### config.mk
export PLATFORM = sky130hd
export DESIGN_NAME = iabr_top
export DESIGN_NICKNAME = d
export VERILOG_FILES = /design/src/rtl/iabr_pkg.sv /design/src/rtl/iabr_match_if.sv /design/src/rtl/iabr_addr_match.sv /design/src/rtl/iabr_top.sv
export SDC_FILE = /design/constraint.sdc
export NUM_CORES = 1
export LEC_CHECK = 0
export ABC_CLOCK_PERIOD_IN_PS = 5000
export BUFFER_PORTS_ARGS = -buffer_cell sky130_fd_sc_hd__buf_2
export CAP_MARGIN = 40
export CORE_ASPECT_RATIO = 1.4
export CORE_MARGIN = 5
export CORE_UTILIZATION = 50
export DETAILED_ROUTE_END_ITERATION = 12
export GPL_TIMING_DRIVEN = 0
export PLACE_DENSITY_LB_ADDON = 0.1
export RECOVER_POWER = 50
export SYNTH_ARGS = -nofsm -noshare
export SYNTH_HDL_FRONTEND = slang
export SYNTH_SLANG_ARGS = --single-unit
### constraint.sdc
create_clock -name clk -period 5 [get_ports clk]
set_input_delay 0.25 -clock clk [delete_from_list [all_inputs] [get_ports clk]]
set_output_delay 0.25 -clock clk [all_outputs]
set_load 0.01 [all_outputs]
### src/rtl/iabr_pkg.sv
// Constants and types of the I2C address, baud divider and buffer block
package iabr_pkg;
  localparam int DW = 32;
  localparam int AW = 32;
  // Register byte offsets, decoded from haddr[7:0]
  localparam logic [7:0] OFS_ADDR_BAUD = 8'h00;
  localparam logic [7:0] OFS_BUF = 8'h04;
  localparam logic [7:0] OFS_MASK = 8'h08;
  localparam logic [7:0] OFS_CTRL = 8'h0C;
  localparam logic [7:0] OFS_STATUS = 8'h10;
  // Reset values
  localparam logic [7:0] ADDR_BAUD_RST = 8'h00;
  localparam logic [7:0] MASK_RST = 8'hFF;
  localparam logic [7:0] CTRL_RST = 8'h00;
  // Control field positions
  localparam int CTRL_FSEL_LSB = 0;
  localparam int CTRL_EN_BIT = 4;
  localparam int CTRL_DEDIC_BIT = 5;
  localparam int CTRL_THR_LSB = 6;
  // Status field positions
  localparam int ST_MATCH_BIT = 0;
  localparam int ST_UPDATE_BIT = 1;
  localparam int ST_FULL_BIT = 2;
  localparam int ST_SCL_BIT = 3;
  // Function select codes
  localparam logic [3:0] FSEL_SLV7 = 4'h6;
  localparam logic [3:0] FSEL_SLV10 = 4'h7;
  localparam logic [3:0] FSEL_MASTER = 4'h8;
  localparam logic [3:0] FSEL_SLV7_SP = 4'hE;
  localparam logic [3:0] FSEL_SLV10_SP = 4'hF;
  // Fixed top pattern of the 10-bit high address byte
  localparam logic [4:0] HI_PATTERN = 5'h1E;
  // Bits per byte and the ninth clock for acknowledge
  localparam logic [3:0] LAST_BIT = 4'h7;
  localparam logic [3:0] ACK_BIT = 4'h8;
  typedef enum logic [3:0] {
    RX_IDLE = 4'b0001,
    RX_ADDR = 4'b0010,
    RX_LOADDR = 4'b0100,
    RX_DATA = 4'b1000
  } iabr_rx_st_t;
endpackage

### src/rtl/iabr_match_if.sv
// Signals between the address sequencer and the address comparator
`timescale 1ns/1ps
interface iabr_match_if;
  logic [7:0] rx_byte;
  logic [7:0] addr;
  logic [7:0] mask;
  logic ten_bit;
  logic high_byte;
  logic hit;
  modport req (output rx_byte, output addr, output mask, output ten_bit, output high_byte, input hit);
  modport cmp (input rx_byte, input addr, input mask, input ten_bit, input high_byte, output hit);
endinterface

### src/rtl/iabr_addr_match.sv
// Masked own-address comparator for 7-bit and 10-bit slave addressing
`timescale 1ns/1ps
module iabr_addr_match (
  iabr_match_if.cmp mif
);
  import iabr_pkg::*;
  logic [7:0] diff;
  logic [7:0] care;
  always_comb begin
    diff = mif.rx_byte ^ mif.addr;
    care = mif.mask;
    if (!mif.ten_bit) begin
      care[0] = 1'b0;
    end
    if (mif.ten_bit && mif.high_byte) begin
      mif.hit = (mif.rx_byte[7:3] == HI_PATTERN) && ((diff[2:1] & care[2:1]) == 2'h0);
    end else begin
      mif.hit = ((diff & care) == 8'h00);
    end
  end
endmodule

### src/rtl/iabr_top.sv
// I2C address/baud divider register, buffer, mask, SCL generator and slave address matcher
// How it works
// - master SCL period is 4 times (divider+1)
// - 10-bit high byte top must be 11110
// - 10-bit high byte compares register bits 2:1
// - 10-bit low byte compares all eight bits
// - 7-bit address from bits 7:1, bit0 ignored
// - dedicated pins override input threshold select
// - only mask-one address bits are compared
// - mask bit 0 used only in 10-bit
`timescale 1ns/1ps
module iabr_top (
  input wire logic clk,
  input wire logic arst_n,
  input wire logic hsel,
  input wire logic [iabr_pkg::AW-1:0] haddr,
  input wire logic [1:0] htrans,
  input wire logic hwrite,
  input wire logic [2:0] hsize,
  input wire logic [iabr_pkg::DW-1:0] hwdata,
  input wire logic hready,
  output logic hreadyout,
  output logic hresp,
  output logic [iabr_pkg::DW-1:0] hrdata,
  input wire logic scl_pad,
  output logic scl_val,
  output logic scl_en,
  input wire logic sda_pad,
  output logic sda_val,
  output logic sda_en,
  output logic [1:0] pad_threshold,
  output logic pad_i2c_levels
);
  import iabr_pkg::*;

  logic [7:0] add_r, buf_r, mask_r, ctrl_r, ofs_r, rx_sh_r, rx_now, rd_mux, div_cnt_r;
  logic match_r, update_r, full_r, wr_pend_r, rd_pend_r, aphase, wr_add, wr_buf, wr_mask, wr_ctrl, wr_stat;
  logic rd_buf, ten_bit, slave_mode, run, tick, start_det, stop_det, scl_rise, byte_done, first_hit, low_hit;
  logic scl_s1_r, scl_s2_r, scl_q_r, sda_s1_r, sda_s2_r, sda_q_r;
  logic [DW-1:0] hrdata_r;
  logic [3:0] fsel, bit_cnt_r;
  logic [1:0] phase_r;
  iabr_rx_st_t rx_st_r;

  iabr_match_if mif ();
  iabr_addr_match u_match (
    .mif(mif)
  );

  // Register bus slave
  assign aphase = hsel & htrans[1] & hready;
  assign hresp = 1'b0;
  // One wait state on reads so a read straight after a write sees the new value
  assign hreadyout = ~rd_pend_r;
  assign hrdata = hrdata_r;

  always_ff @(posedge clk or negedge arst_n) begin
    if (!arst_n) begin
      wr_pend_r <= 1'b0;
      rd_pend_r <= 1'b0;
      ofs_r <= 8'h00;
    end else begin
      wr_pend_r <= aphase & hwrite;
      rd_pend_r <= aphase & ~hwrite;
      if (aphase) begin
        ofs_r <= haddr[7:0];
      end
    end
  end

  always_comb begin
    wr_add = 1'b0;
    wr_buf = 1'b0;
    wr_mask = 1'b0;
    wr_ctrl = 1'b0;
    wr_stat = 1'b0;
    if (wr_pend_r && ofs_r == OFS_ADDR_BAUD) begin
      wr_add = 1'b1;
    end else if (wr_pend_r && ofs_r == OFS_BUF) begin
      wr_buf = 1'b1;
    end else if (wr_pend_r && ofs_r == OFS_MASK) begin
      wr_mask = 1'b1;
    end else if (wr_pend_r && ofs_r == OFS_CTRL) begin
      wr_ctrl = 1'b1;
    end else if (wr_pend_r && ofs_r == OFS_STATUS) begin
      wr_stat = 1'b1;
    end
  end

  always_comb begin
    rd_mux = 8'h00;
    if (ofs_r == OFS_ADDR_BAUD) begin
      rd_mux = add_r;
    end else if (ofs_r == OFS_BUF) begin
      rd_mux = buf_r;
    end else if (ofs_r == OFS_MASK) begin
      rd_mux = mask_r;
    end else if (ofs_r == OFS_CTRL) begin
      rd_mux = ctrl_r;
    end else if (ofs_r == OFS_STATUS) begin
      rd_mux = {4'h0, scl_s2_r, full_r, update_r, match_r};
    end
  end
  assign rd_buf = rd_pend_r && (ofs_r == OFS_BUF);

  always_ff @(posedge clk or negedge arst_n) begin
    if (!arst_n) begin
      hrdata_r <= 32'h0000_0000;
    end else if (rd_pend_r) begin
      hrdata_r <= {24'h00_0000, rd_mux};
    end
  end

  always_ff @(posedge clk or negedge arst_n) begin
    if (!arst_n) begin
      add_r <= ADDR_BAUD_RST;
      mask_r <= MASK_RST;
      ctrl_r <= CTRL_RST;
    end else begin
      if (wr_add) begin
        add_r <= hwdata[7:0];
      end
      if (wr_mask) begin
        mask_r <= hwdata[7:0];
      end
      if (wr_ctrl) begin
        ctrl_r <= hwdata[7:0];
      end
    end
  end

  // shared transfer buffer
  // A completed byte wins over a software write in the same cycle; no reset, contents start unknown
  always_ff @(posedge clk) begin
    if (byte_done) begin
      buf_r <= rx_now;
    end else if (wr_buf) begin
      buf_r <= hwdata[7:0];
    end
  end

  // Status flags: hardware set wins over write-one-to-clear and over the clearing read
  always_ff @(posedge clk or negedge arst_n) begin
    if (!arst_n) begin
      match_r <= 1'b0;
      update_r <= 1'b0;
      full_r <= 1'b0;
    end else begin
      if (first_hit && !ten_bit || low_hit) begin
        match_r <= 1'b1;
      end else if (wr_stat && hwdata[ST_MATCH_BIT]) begin
        match_r <= 1'b0;
      end
      if (first_hit && ten_bit) begin
        update_r <= 1'b1;
      end else if (wr_stat && hwdata[ST_UPDATE_BIT]) begin
        update_r <= 1'b0;
      end
      if (byte_done) begin
        full_r <= 1'b1;
      end else if (rd_buf) begin
        full_r <= 1'b0;
      end
    end
  end

  assign fsel = ctrl_r[CTRL_FSEL_LSB +: 4];
  assign ten_bit = (fsel == FSEL_SLV10) || (fsel == FSEL_SLV10_SP);
  assign slave_mode = ctrl_r[CTRL_EN_BIT] && (ten_bit || fsel == FSEL_SLV7 || fsel == FSEL_SLV7_SP);
  assign run = ctrl_r[CTRL_EN_BIT] && (fsel == FSEL_MASTER);

  assign pad_i2c_levels = ctrl_r[CTRL_EN_BIT] && ctrl_r[CTRL_DEDIC_BIT];
  assign pad_threshold = pad_i2c_levels ? 2'h0 : ctrl_r[CTRL_THR_LSB +: 2];

  // relies on divider above 2; smaller values still run but are outside the supported range
  always_ff @(posedge clk or negedge arst_n) begin
    if (!arst_n) begin
      div_cnt_r <= 8'h00;
    end else if (!run || tick) begin
      div_cnt_r <= 8'h00;
    end else begin
      div_cnt_r <= div_cnt_r + 8'h01;
    end
  end
  // A divider lowered mid-count ends the quarter at once instead of wrapping through 255
  assign tick = run && (div_cnt_r >= add_r);

  always_ff @(posedge clk or negedge arst_n) begin
    if (!arst_n) begin
      phase_r <= 2'h0;
    end else if (!run) begin
      phase_r <= 2'h0;
    end else if (tick) begin
      phase_r <= phase_r + 2'h1;
    end
  end
  assign scl_en = run && !phase_r[1];
  assign scl_val = 1'b0;
  // Slave transmit and acknowledge drive are outside this block
  assign sda_val = 1'b0;
  assign sda_en = 1'b0;

  // Pin synchronisers; edge detection compares the second stage with the third stage
  always_ff @(posedge clk or negedge arst_n) begin
    if (!arst_n) begin
      scl_s1_r <= 1'b1;
      scl_s2_r <= 1'b1;
      scl_q_r <= 1'b1;
      sda_s1_r <= 1'b1;
      sda_s2_r <= 1'b1;
      sda_q_r <= 1'b1;
    end else begin
      scl_s1_r <= scl_pad;
      scl_s2_r <= scl_s1_r;
      scl_q_r <= scl_s2_r;
      sda_s1_r <= sda_pad;
      sda_s2_r <= sda_s1_r;
      sda_q_r <= sda_s2_r;
    end
  end
  assign start_det = scl_s2_r && scl_q_r && sda_q_r && !sda_s2_r;
  assign stop_det = scl_s2_r && scl_q_r && !sda_q_r && sda_s2_r;
  assign scl_rise = scl_s2_r && !scl_q_r;
  assign rx_now = {rx_sh_r[6:0], sda_s2_r};
  assign byte_done = scl_rise && (bit_cnt_r == LAST_BIT) && (rx_st_r != RX_IDLE);

  assign mif.rx_byte = rx_now;
  assign mif.addr = add_r;
  assign mif.mask = mask_r;
  assign mif.ten_bit = ten_bit;
  assign mif.high_byte = (rx_st_r == RX_ADDR);
  assign first_hit = byte_done && (rx_st_r == RX_ADDR) && mif.hit;
  assign low_hit = byte_done && (rx_st_r == RX_LOADDR) && mif.hit;

  always_ff @(posedge clk or negedge arst_n) begin
    if (!arst_n) begin
      bit_cnt_r <= 4'h0;
      rx_sh_r <= 8'h00;
    end else if (start_det || !slave_mode) begin
      bit_cnt_r <= 4'h0;
    end else if (scl_rise && rx_st_r != RX_IDLE) begin
      if (bit_cnt_r == ACK_BIT) begin
        bit_cnt_r <= 4'h0;
      end else begin
        bit_cnt_r <= bit_cnt_r + 4'h1;
        rx_sh_r <= rx_now;
      end
    end
  end

  always_ff @(posedge clk or negedge arst_n) begin
    if (!arst_n) begin
      rx_st_r <= RX_IDLE;
    end else if (!slave_mode || stop_det) begin
      rx_st_r <= RX_IDLE;
    end else if (start_det) begin
      rx_st_r <= RX_ADDR;
    end else if (byte_done) begin
      case (rx_st_r)
        RX_ADDR: begin
          if (!mif.hit) begin
            rx_st_r <= RX_IDLE;
          end else if (ten_bit) begin
            rx_st_r <= RX_LOADDR;
          end else begin
            rx_st_r <= RX_DATA;
          end
        end
        RX_LOADDR: begin
          rx_st_r <= mif.hit ? RX_DATA : RX_IDLE;
        end
        default: begin
          rx_st_r <= rx_st_r;
        end
      endcase
    end
  end

  // Helper: cycles between SCL low-drive starts while the divider is unchanged
  logic [10:0] per_cnt_r;
  logic per_ok_r, scl_en_q_r;
  always_ff @(posedge clk or negedge arst_n) begin
    if (!arst_n) begin
      per_cnt_r <= 11'h000;
      per_ok_r <= 1'b0;
      scl_en_q_r <= 1'b0;
    end else begin
      scl_en_q_r <= scl_en;
      per_cnt_r <= (scl_en && !scl_en_q_r) ? 11'h001 : per_cnt_r + 11'h001;
      if (!run || wr_add) begin
        per_ok_r <= 1'b0;
      end else if (scl_en && !scl_en_q_r) begin
        per_ok_r <= 1'b1;
      end
    end
  end

  AST_BAUD_PERIOD: assert property (@(posedge clk) disable iff (!arst_n)
    ($rose(scl_en) && per_ok_r) |-> (per_cnt_r == {1'b0, add_r, 2'b00} + 11'h004))
    else $error("SCL period differs from four times divider plus one");
  AST_HI_FIXED: assert property (@(posedge clk) disable iff (!arst_n)
    (ten_bit && mif.high_byte && rx_now[7:3] != HI_PATTERN) |-> !mif.hit)
    else $error("10-bit high byte matched without fixed pattern");
  AST_HI_BITS: assert property (@(posedge clk) disable iff (!arst_n)
    (ten_bit && mif.high_byte && rx_now[7:3] == HI_PATTERN && mask_r[2:1] == 2'h3)
    |-> (mif.hit == (rx_now[2:1] == add_r[2:1])))
    else $error("10-bit high byte compare wrong");
  AST_LO_BYTE: assert property (@(posedge clk) disable iff (!arst_n)
    (ten_bit && rx_st_r == RX_LOADDR && mask_r == 8'hFF) |-> (mif.hit == (rx_now == add_r)))
    else $error("10-bit low byte compare wrong");
  AST_SEVEN: assert property (@(posedge clk) disable iff (!arst_n)
    (!ten_bit && mask_r == 8'hFF) |-> (mif.hit == (rx_now[7:1] == add_r[7:1])))
    else $error("7-bit address compare wrong");
  AST_THRESH: assert property (@(posedge clk) disable iff (!arst_n)
    (ctrl_r[CTRL_EN_BIT] && ctrl_r[CTRL_DEDIC_BIT]) |-> (pad_threshold == 2'h0 && pad_i2c_levels))
    else $error("Threshold select not overridden on dedicated pins");
  AST_MASK_ZERO: assert property (@(posedge clk) disable iff (!arst_n)
    (!ten_bit && mask_r[7:1] == 7'h00) |-> mif.hit)
    else $error("Masked-out bits still compared");
  AST_MASK0: assert property (@(posedge clk) disable iff (!arst_n)
    (!ten_bit && mask_r == 8'hFF && rx_now[7:1] == add_r[7:1] && rx_now[0] != add_r[0]) |-> mif.hit)
    else $error("Mask bit 0 applied in 7-bit mode");
  AST_MATCH_SET: assert property (@(posedge clk) disable iff (!arst_n)
    (first_hit && !ten_bit) |=> (match_r && rx_st_r != RX_IDLE))
    else $error("Address match not flagged");
  AST_BUF_LOAD: assert property (@(posedge clk) disable iff (!arst_n)
    byte_done |=> (buf_r == $past(rx_now) && full_r))
    else $error("Received byte not in buffer");
  CV_SCL_RUN: cover property (@(posedge clk) disable iff (!arst_n) $rose(scl_en) && per_ok_r);
  CV_MATCH7: cover property (@(posedge clk) disable iff (!arst_n) first_hit && !ten_bit);
  CV_MATCH10: cover property (@(posedge clk) disable iff (!arst_n) low_hit);
  CV_READ: cover property (@(posedge clk) disable iff (!arst_n) rd_buf && full_r);
endmodule

* Word level (Yosys, flattened, before mapping)
Cells that the tools add are included.
** Cells by class
- Eq/ne operators :: 16
- Divide/modulo/power cells :: 0
- Order comparisons :: 1
- Multiply operators :: 0
- $add $sub $neg :: 3
- Muxes and demuxes :: 44
- Reductions and logical operators :: 56
- Bitwise logic cells :: 11
- Shift operators :: 0
** Operators by type and width (number)
- 8-bit 2-to-1 mux :: 7
- 4-bit 2-to-1 mux :: 10
- 1-bit logical AND :: 30
- 1-bit 2-to-1 mux :: 23
- 4-bit by 3-bit equality test with 1-bit output, second input constant :: 4
- 4-bit equality test, second input constant :: 4
- 8-bit by 4-bit equality test with 1-bit output, second input constant :: 2
- 8-bit logical NOT :: 2
- 2-bit nonzero test :: 5
- 8-bit by 1-bit adder with 8-bit output, second input constant :: 1
- 8-bit AND :: 1
- 8-bit by 3-bit equality test with 1-bit output, second input constant :: 1
- 8-bit by 5-bit equality test with 1-bit output, second input constant :: 1
- 8-bit greater-or-equal comparator :: 1
- 4-bit case mux with 2 select lines :: 1
- 8-bit XOR :: 1
- 1-bit logical NOT :: 7
- 1-bit logical OR :: 7
- 2-bit 2-to-1 mux :: 3
- 5-bit equality test, second input constant :: 1
- 4-bit by 1-bit adder with 4-bit output, second input constant :: 1
- 1-bit AND :: 4
- 4-bit by 2-bit equality test with 1-bit output, second input constant :: 1
- 4-bit by 1-bit inequality test with 1-bit output, second input constant :: 1
- other kinds (9) :: 12
** Storage, ports and cells
- ROM bits :: 0
- Memory bits (writable) :: 0
- Bits in registers :: 84
- Memories :: 0
- Bits in latches :: 0
- Word-level logic and storage cells :: 153
- Output and inout bits :: 41
- Bits of input ports :: 76

* Depth between registers and ports, before layout
Gate-level depths: netlist of run 1.
- Word-level depth :: 11
- Mapped depth :: 7
- Depth with buffers taken out :: 7

* Modules after synthesis
Synthesis of run 1 repeated with hierarchy kept, for this count alone.
** Unflattened totals
- Cells, all modules :: 377
- Area total of the unflattened synthesis :: 4331.7 um2
** Modules (own cells, without submodules)
- iabr_top :: area an instance 4201.5 um2, cells each 360, instances 1, seq. area each 2160.8 um2
- iabr_addr_match :: area an instance 130.1 um2, cells each 17, instances 1, seq. area each 0.0 um2

* Worst setup path after synthesis of run 1
No wires, ideal clock.
- Path kind :: register to register
- Start point :: register ofs_r[5]
- End point :: register buf_r[0], enable pin
- Library setup time :: 376 ps
- Data arrival time :: 1816 ps
- Data required time :: 4624 ps
- Period minus slack after synthesis :: 2192 ps
- Buffers on the path :: 0
- Stages on the path, launching flop included :: 5
- Setup slack :: 2808 ps
- Cells stage by stage :: dfrtp_1 or4_4 nor3_4 nand3b_1 o22ai_1
** On the way
- Longest elaborated chain between the ends :: 5
- Elaborated cells between the ends (all ways) :: 7
- Those cells by class :: 1 x eq/ne; 2 x mux; 4 x reduce/logical
** Ends and longest elaborated chain
- start: declaration :: RTL line iabr_top.sv:36 : logic [7:0] add_r, buf_r, mask_r, ctrl_r, ofs_r, rx_sh_r, rx_now, rd_mux, div_cnt_r;
- start signal: assignment :: RTL line iabr_top.sv:66 : ofs_r <= haddr[7:0];
- 8-bit by 3-bit equality test with 1-bit output :: RTL line iabr_top.sv:79 : end else if (wr_pend_r && ofs_r == OFS_BUF) begin
- 1-bit logical AND :: RTL line iabr_top.sv:79
- 1-bit 2-to-1 mux :: RTL line iabr_top.sv:79
- 1-bit 2-to-1 mux (*) :: RTL line iabr_top.sv:77 : if (wr_pend_r && ofs_r == OFS_ADDR_BAUD) begin
- 2-bit nonzero test (no source line) (*)
- end signal: assignment :: RTL line iabr_top.sv:136 : buf_r <= rx_now;
- end signal: assignment :: RTL line iabr_top.sv:138 : buf_r <= hwdata[7:0];
- end: declaration :: RTL line iabr_top.sv:36
Every way passes the cells marked *; elsewhere a longest branch is shown, timed or not.
A chain may end at the register's enable or synchronous reset.

* Worst setup path after layout of run 1
- Start point :: register scl_s2_r
- End point :: register rx_sh_r[3]
** On the way
- Longest elaborated chain between the ends :: 6
- Elaborated cells between the ends (all ways) :: 8
- Those cells by class :: 1 x bitwise; 7 x reduce/logical
** Ends and longest elaborated chain
- start: declaration :: RTL line iabr_top.sv:39 : logic scl_s1_r, scl_s2_r, scl_q_r, sda_s1_r, sda_s2_r, sda_q_r;
- start signal: assignment :: RTL line iabr_top.sv:214 : scl_s2_r <= scl_s1_r;
- 1-bit logical AND (3 in a row) :: RTL line iabr_top.sv:221 : assign start_det = scl_s2_r && scl_q_r && sda_q_r && !sda_s2_r;
- 1-bit logical OR :: RTL line iabr_top.sv:239 : end else if (start_det || !slave_mode) begin
- 1-bit inverter (no source line)
- 3-bit AND reduction (no source line) (*)
- end signal: assignment :: RTL line iabr_top.sv:246 : rx_sh_r <= rx_now;
- end: declaration :: RTL line iabr_top.sv:36
Marks and branches as above.

==> key figures, run 1 <==
Logic synthesis
  – Synth warn: 0
  – Cells after Synth: 371
  – Register area share after synthesis: between 40 and 50%
  – Synthesized area: 0.00434 mm^2
  – Syn Area/Cell: 11.7 um^2
  – Post-synth ARST share: 90.5%
  – Post-synth EDFFs: 8
  – Synth cell types: 55
  – Most used DFF post-synth: dfrtp_1
  – Flops & latches, synth: 84

Floorplan
  – Std cell rows: 40
  – Starting Density: about half
  – Die Wd: slightly below 90 um
  – I/O pins: 117
  – Die Span Y: 120 um
  – Core area: 0.00851 mm^2
  – Die area: 0.0107 mm^2

STA
  – Clock skew: 6.10 ps
  – Final worst-path setup slack: 2720 ps
  – Final setup TNS: 0 ps
  – Period utilisation layout: 45.5%
  – Slew Viols, Final: 32
  – Peak Freq: approximately 440 MHz
  – RSZ-0062 raised after global routing: no
  – Final Critical Period: 2280 ps
  – Final Hold Fails: 0
  – Slew @ Worst Pin: 1830 ps
  – Final setup vio count: 0
  – Slew margin rel.: -22.2%

Setup path
  – R2r startpoint: scl_s2_r
  – CP max-delay cell: dfstp_1
  – Worst setup EP type: flop
  – Worst EP arrival: around 2500 ps
  – Max FO, Critical Path: 10
  – Worst Setup SP: scl_s2_r
  – Crit-path max cell delay: approximately 670 ps
  – Crit path kind: flop to flop
  – CP Launch Type: flop
  – CP required: about 5200 ps
  – Critical-path cell list: or3b_1 > buf_2 > a311oi_4 > mux2_2

Clock tree
  – CTS tree: yes
  – Clk sinks: 84
  – Num CTS Buffers: 9
  – Post-CTS setup buffer count: 0
  – H-Tree Depth: 3
  – Clk root buf: clkbuf_16
  – Clk_lat worst skew: 330 ps
  – Clk slew on worst S/H paths: around 60 ps
  – Clk buf depth: 2

Route
  – DR vias/cell: 5.25
  – Detailed Route WL: between 9 and 10 mm
  – Via count: 2,940
  – WL per Instance: 16.8 um
  – # DRC: 0
  – 1st-pass router iterations: 4
  – Post-route ant nets: 0
  – Initial drt markers: 173

Cells and area
  – Most frequent cells in the layout: dfrtp_1, mux2_2, buf_2, buf_4, conb_1
  – Final instance area: 0.00512 mm^2
  – N_diodes: 0
  – Nets: about 540
  – P&R area growth vs syn: 18.0%
  – Fraction of layout cells with a size suffix above 1: 34.3%
  – Final core utilization: approximately three fifths
  – Commonest non-fill, non-tap cell in the layout: dfrtp_1

Job
  – Max-Cap Viols: 1

Run status
  – Failing checks: capacitance limit, slew limit
  – Status: finished, violations left

Global routing
  – Initial antenna violation count: 0
  – Global-route wire length before repair: 15.8 mm
  – GRT Util Overall: 19.4%
  – Vias in the first global route: 3,153
  – Largest net degree at the start of global routing: 46
  – Remaining Overflow, GRT: 0

Power
  – P_leak: 2.36 nW
  – Total power: 1.63 mW
  – Maximum vdd drop: 272 uV
  – Cell area power density: 319 mW/mm^2

Placement
  – Placed instance area: around 0.0048 mm^2
  – Setup Slack @ Placement: 2700 ps
  – Detail Placement HPWL: roughly 7 mm
  – Gp weighted congestion: 0.836
  – Port buffer count: 36

Min path
  – Hold Crit Class: input pin to flop
  – Hold path startpoint: hwrite
==> path summary, 6_finish.rpt <==
kind	depth (start not counted)	slack (ps)	end
worst max-delay path	4	2720	rx_sh_r[3]
worst min-delay path	2	90	rd_pend_r
worst max register to register	4	2720	rx_sh_r[3]
worst min register to register	0	360	sda_s2_r
max in group asynchronous	2	2990	rx_st_r[3]
min in group asynchronous	2	940	div_cnt_r[6]
==> timing repair <==
action / in CTS / in global routing
hold buffers: 1 / 2
resized for setup: 0 / 0
endpoints found under the hold margin: 28 / 2
==> state kept, by name (all words and copies together) (netlist names), 7 cells and up <==
name       count
div_cnt_r      8
buf_r          8
ofs_r          8
add_r          8
hrdata         8
mask_r         8
rx_sh_r        7
ctrl_r         8
==> area by class of cell <==
type	instances	area, um^2
Clock buffer	12	256
Timing Repair Buffer	41	243
Inverter	21	78.8
Buffer	36	244
Sequential cell	84	2160
Fill cell	730	3390
Clock inverter	4	47.5
Multi-Input combinational cell	257	1950
Tap cell	105	131
==> Yosys cell counts (all sizes together), types with 7 or more instances <==
cell type | count | share of area [%]
buf | 31 | 5.2
ha | 11 | 3.2
nand3 | 16 | 1.8
o21ai | 15 | 1.7
a31oi | 7 | 1.0
a22oi | 7 | 1.2
xor2 | 12 | 2.4
dfstp | 15 | 9.1
inv | 21 | 1.8
nand2 | 16 | 1.6
dfrtp | 61 | 35
nor2 | 23 | 2.0
edfxtp | 8 | 5.5
mux2 | 48 | 12
==> kinds of logic after synthesis <==
kind of cell,share of synthesized area (%)
other cells,0.0865
fa+ha+maj,3.17
flops,49.8
buf+inv,7.44
xor+xnor,3.43
compound gates,8.51
simple gates,12.8
mux,14.8
==> per-layer routing <==
layer	GRT usage (%)	vias to the layer above	wire length, um
li1	-	1429	-
met1	23.2	1441	3670
met2	33.6	57	5170
met3	4.57	13	392
met4	6.62	0	148
met5	0	-	0
==> where the power goes <==
group | total, mW | switching [mW] | internal, mW
clock network | 0.670 | 0.258 | 0.412
registers | 0.772 | 0.0394 | 0.732
logic | 0.191 | 0.0966 | 0.0943
==> worst max-delay path: cells and delay by family (launching register included) <==
family	cells	cell delay [ps]
buffers and inverters	1	190
muxes	1	390
AOI/OAI and AO/OA	1	540
DFF	1	670
and+or+nand+nor	1	370
==> through the flow <==
step / hold slack [ps] / cells
finish: 90.5 / 560
detailed placement: 225 / 541
global route: 85.5 / 560
floorplan: -45.6 / 398
global placement: 346 / 539
CTS: 1.26 / 558
Power figures use the tool's default switching activity.
==> run 2, diff against run 1 <==
Settings changed: ABC_CLOCK_PERIOD_IN_PS 5000 to 2000, CORE_UTILIZATION 50 to 48.
Clock period 5 ns to 2 ns, I/O delays scaled along.
==> run 2 against run 1 <==
Against the previous run: the flow finishes with violations (setup timing); sequential share of layout area decreased by 2.9 points; cell count rose by 5.0%; critical path type unchanged; fmax grew 7.2%; via count grew 6.6%; clock-buffer cell count stayed put; die area grew 3.7%; combinational power grew to 2.7 times the previous value; setup slack worse by 2800 ps; clock skew up 1.4 ps; hold slack got worse by 50 ps; largest cell class unchanged; highest routed layer unchanged; sequential power grew to 2.5 times the previous value.
==> key figures, run 2 (same netlist as run 1, synthesis figures left out) <==
STA
  – Slew Viols, Final: 0
  – Slew @ Worst Pin: 918 ps
  – Slew margin rel.: about 39%
  – RSZ-0062 raised after global routing: yes
  – Period utilisation layout: 106%
  – Final setup vio count: 37
  – Clock skew: 7.50 ps
  – Final Critical Period: about 2100 ps
  – Final Hold Fails: 0
  – Final worst-path setup slack: -124 ps
  – Peak Freq: 471 MHz
  – Hold_ws: 40.8 ps

Power
  – Net Sw Frac: 25.2%
  – Int Power: 2.99 mW
  – Combinational power share: about an eighth
  – Sw power: ~1 mW
  – Cell area power density: 723 mW/mm^2
  – Maximum vdd drop: 470 uV
  – Seq pwr share: 48.4%
  – P_leak: 2.51 nW
  – Clock power share: between 30% and 40%
  – Total power: 3.99 mW

Setup path
  – Worst setup EP type: flop
  – Max FO, Critical Path: 6
  – Crit path kind: flop to flop
  – CP Launch Type: flop
  – Worst reg2reg path depth: 4
  – Worst EP arrival: 2210 ps
  – CP required: 2090 ps

Clock tree
  – Clk slew on worst S/H paths: 60 ps
  – Num CTS Buffers: 9
  – Clk root buf: clkbuf_16
  – Clk buf depth: 2
  – Clk sinks: 84
  – H-Tree Depth: 3
  – Clk_lat worst skew: 340 ps
  – CTS tree: yes

Cells and area
  – Commonest non-fill, non-tap cell in the layout: dfrtp_1
  – # fillers: 750
  – P&R area growth vs syn: 27.2%
  – Nets: around 560
  – N_diodes: 0
  – Most frequent cells in the layout: dfrtp_1, buf_4, mux2_2, buf_2, conb_1
  – Fraction of layout cells with a size suffix above 1: 39.1%

Global routing
  – GRT Util Overall: 18.8%
  – Largest net degree at the start of global routing: 42
  – Gr busiest metal: met2
  – Remaining Overflow, GRT: 0
  – Met2 Use GR: between 30% and 40%
  – Global-route wire length before repair: around 17 mm
  – GR Layer Usage met3: 3.43%
  – Initial antenna violation count: 0
  – Vias in the first global route: 3,315
  – GR met1 Demand/Resource: between 20% and 30%

Floorplan
  – Std cell rows: 41
  – Die area: 0.0111 mm^2
  – Core area: ~0.009 mm^2
  – I/O pins: 117
  – Starting Density: about half
  – Die Span Y: around 120 um
  – Die Wd: 90.3 um

Route
  – Post-route ant nets: 0
  – DR vias/cell: 5.33
  – # DRC: 0
  – Detailed Route WL: between 10 and 15 mm
  – Via count: 3,133
  – Initial drt markers: 140
  – WL per Instance: between 15 and 20 um
  – 1st-pass router iterations: 4

Run status
  – Failing checks: setup timing
  – Status: finished, violations left

Job
  – Max-Cap Viols: 0

Placement
  – Detail Placement HPWL: 7.11 mm
  – Port buffer count: 36
  – Gp weighted congestion: 0.863

Min path
  – Hold Crit Class: input pin to flop
  – Worst hold path depth: 2
==> run 2: power by group through the flow <==
stage | registers, mW | clock network (mW) | logic, mW
2_1_floorplan | 1.94 | 0 | 0.315
4_1_cts | 1.93 | 1.59 | 0.509
6_report | 1.93 | 1.55 | 0.507
3_3_place_gp | 1.95 | 0 | 0.462
5_1_grt | 1.94 | 1.66 | 0.569
3_5_place_dp | 1.96 | 0 | 0.477
==> run 2: worst paths after layout <==
path / startpoint / endpoint / slack [ps]
worst max-delay path: scl_s2_r / buf_r[6] / -120
worst min-delay path: hwdata[6] / ctrl_r[6] / 40
worst max register to register: scl_s2_r / buf_r[6] / -120
worst min register to register: scl_s1_r / scl_s2_r / 360
max in group asynchronous: arst_n / rx_st_r[1] / 380
min in group asynchronous: arst_n / div_cnt_r[6] / 420
==> run 2: repair_timing <==
item	in CTS	in global routing
resized for setup	18	27
endpoints found under the hold margin	41	0
endpoints found under the setup margin	57	68
cloned	0	2
pin swaps	5	5
buffers inserted	11	6
hold buffers	12	0
==> run 2: layout make-up <==
| type | count | area [um^2] | share of cell area, % |
|---|---|---|---|
| Timing Repair Buffer | 68 | 489 | 8.87 |
| Clock buffer | 12 | 256 | 4.65 |
| Buffer | 35 | 256 | 4.65 |
| Tap cell | 107 | 134 | 2.43 |
| Clock inverter | 4 | 23.8 | 0.431 |
| Sequential cell | 84 | 2170 | 39.3 |
| Multi-Input combinational cell | 257 | 2110 | 38.3 |
| Inverter | 21 | 78.8 | 1.43 |
==> run 2: per-layer routing <==
| metal | wire length [um] | share of wire [%] |
|---|---|---|
| met5 | 0 | 0 |
| met4 | 388 | 3.8 |
| met3 | 356 | 3.5 |
| met2 | 5380 | 53 |
| met1 | 4070 | 40 |
==> run 2: worst max-delay path: stages (launching register included) <==
cell and delay, ps:
dfstp_2 530, clkbuf_1 290, nor4b_4 360, clkdlybuf4s15_2 350
mux2_2 350
==> run 2: per-stage QoR <==
| step | TNS [ps] | cells | util (%) | setup WS, ps | cell area, um^2 |
|---|---|---|---|---|---|
| 2_1_floorplan | 0 | 398 | - | 0.989 | 4440 |
| 3_5_place_dp | -14050 | 542 | 53.6 | -433 | 4780 |
| 4_1_cts | -4320 | 580 | 60.0 | -150 | 5360 |
| 6_report | -2820 | 588 | 61.8 | -124 | 5520 |
| 3_3_place_gp | -13430 | 541 | 53.3 | -413 | 4760 |
| 5_1_grt | -5900 | 588 | 61.8 | -219 | 5520 |
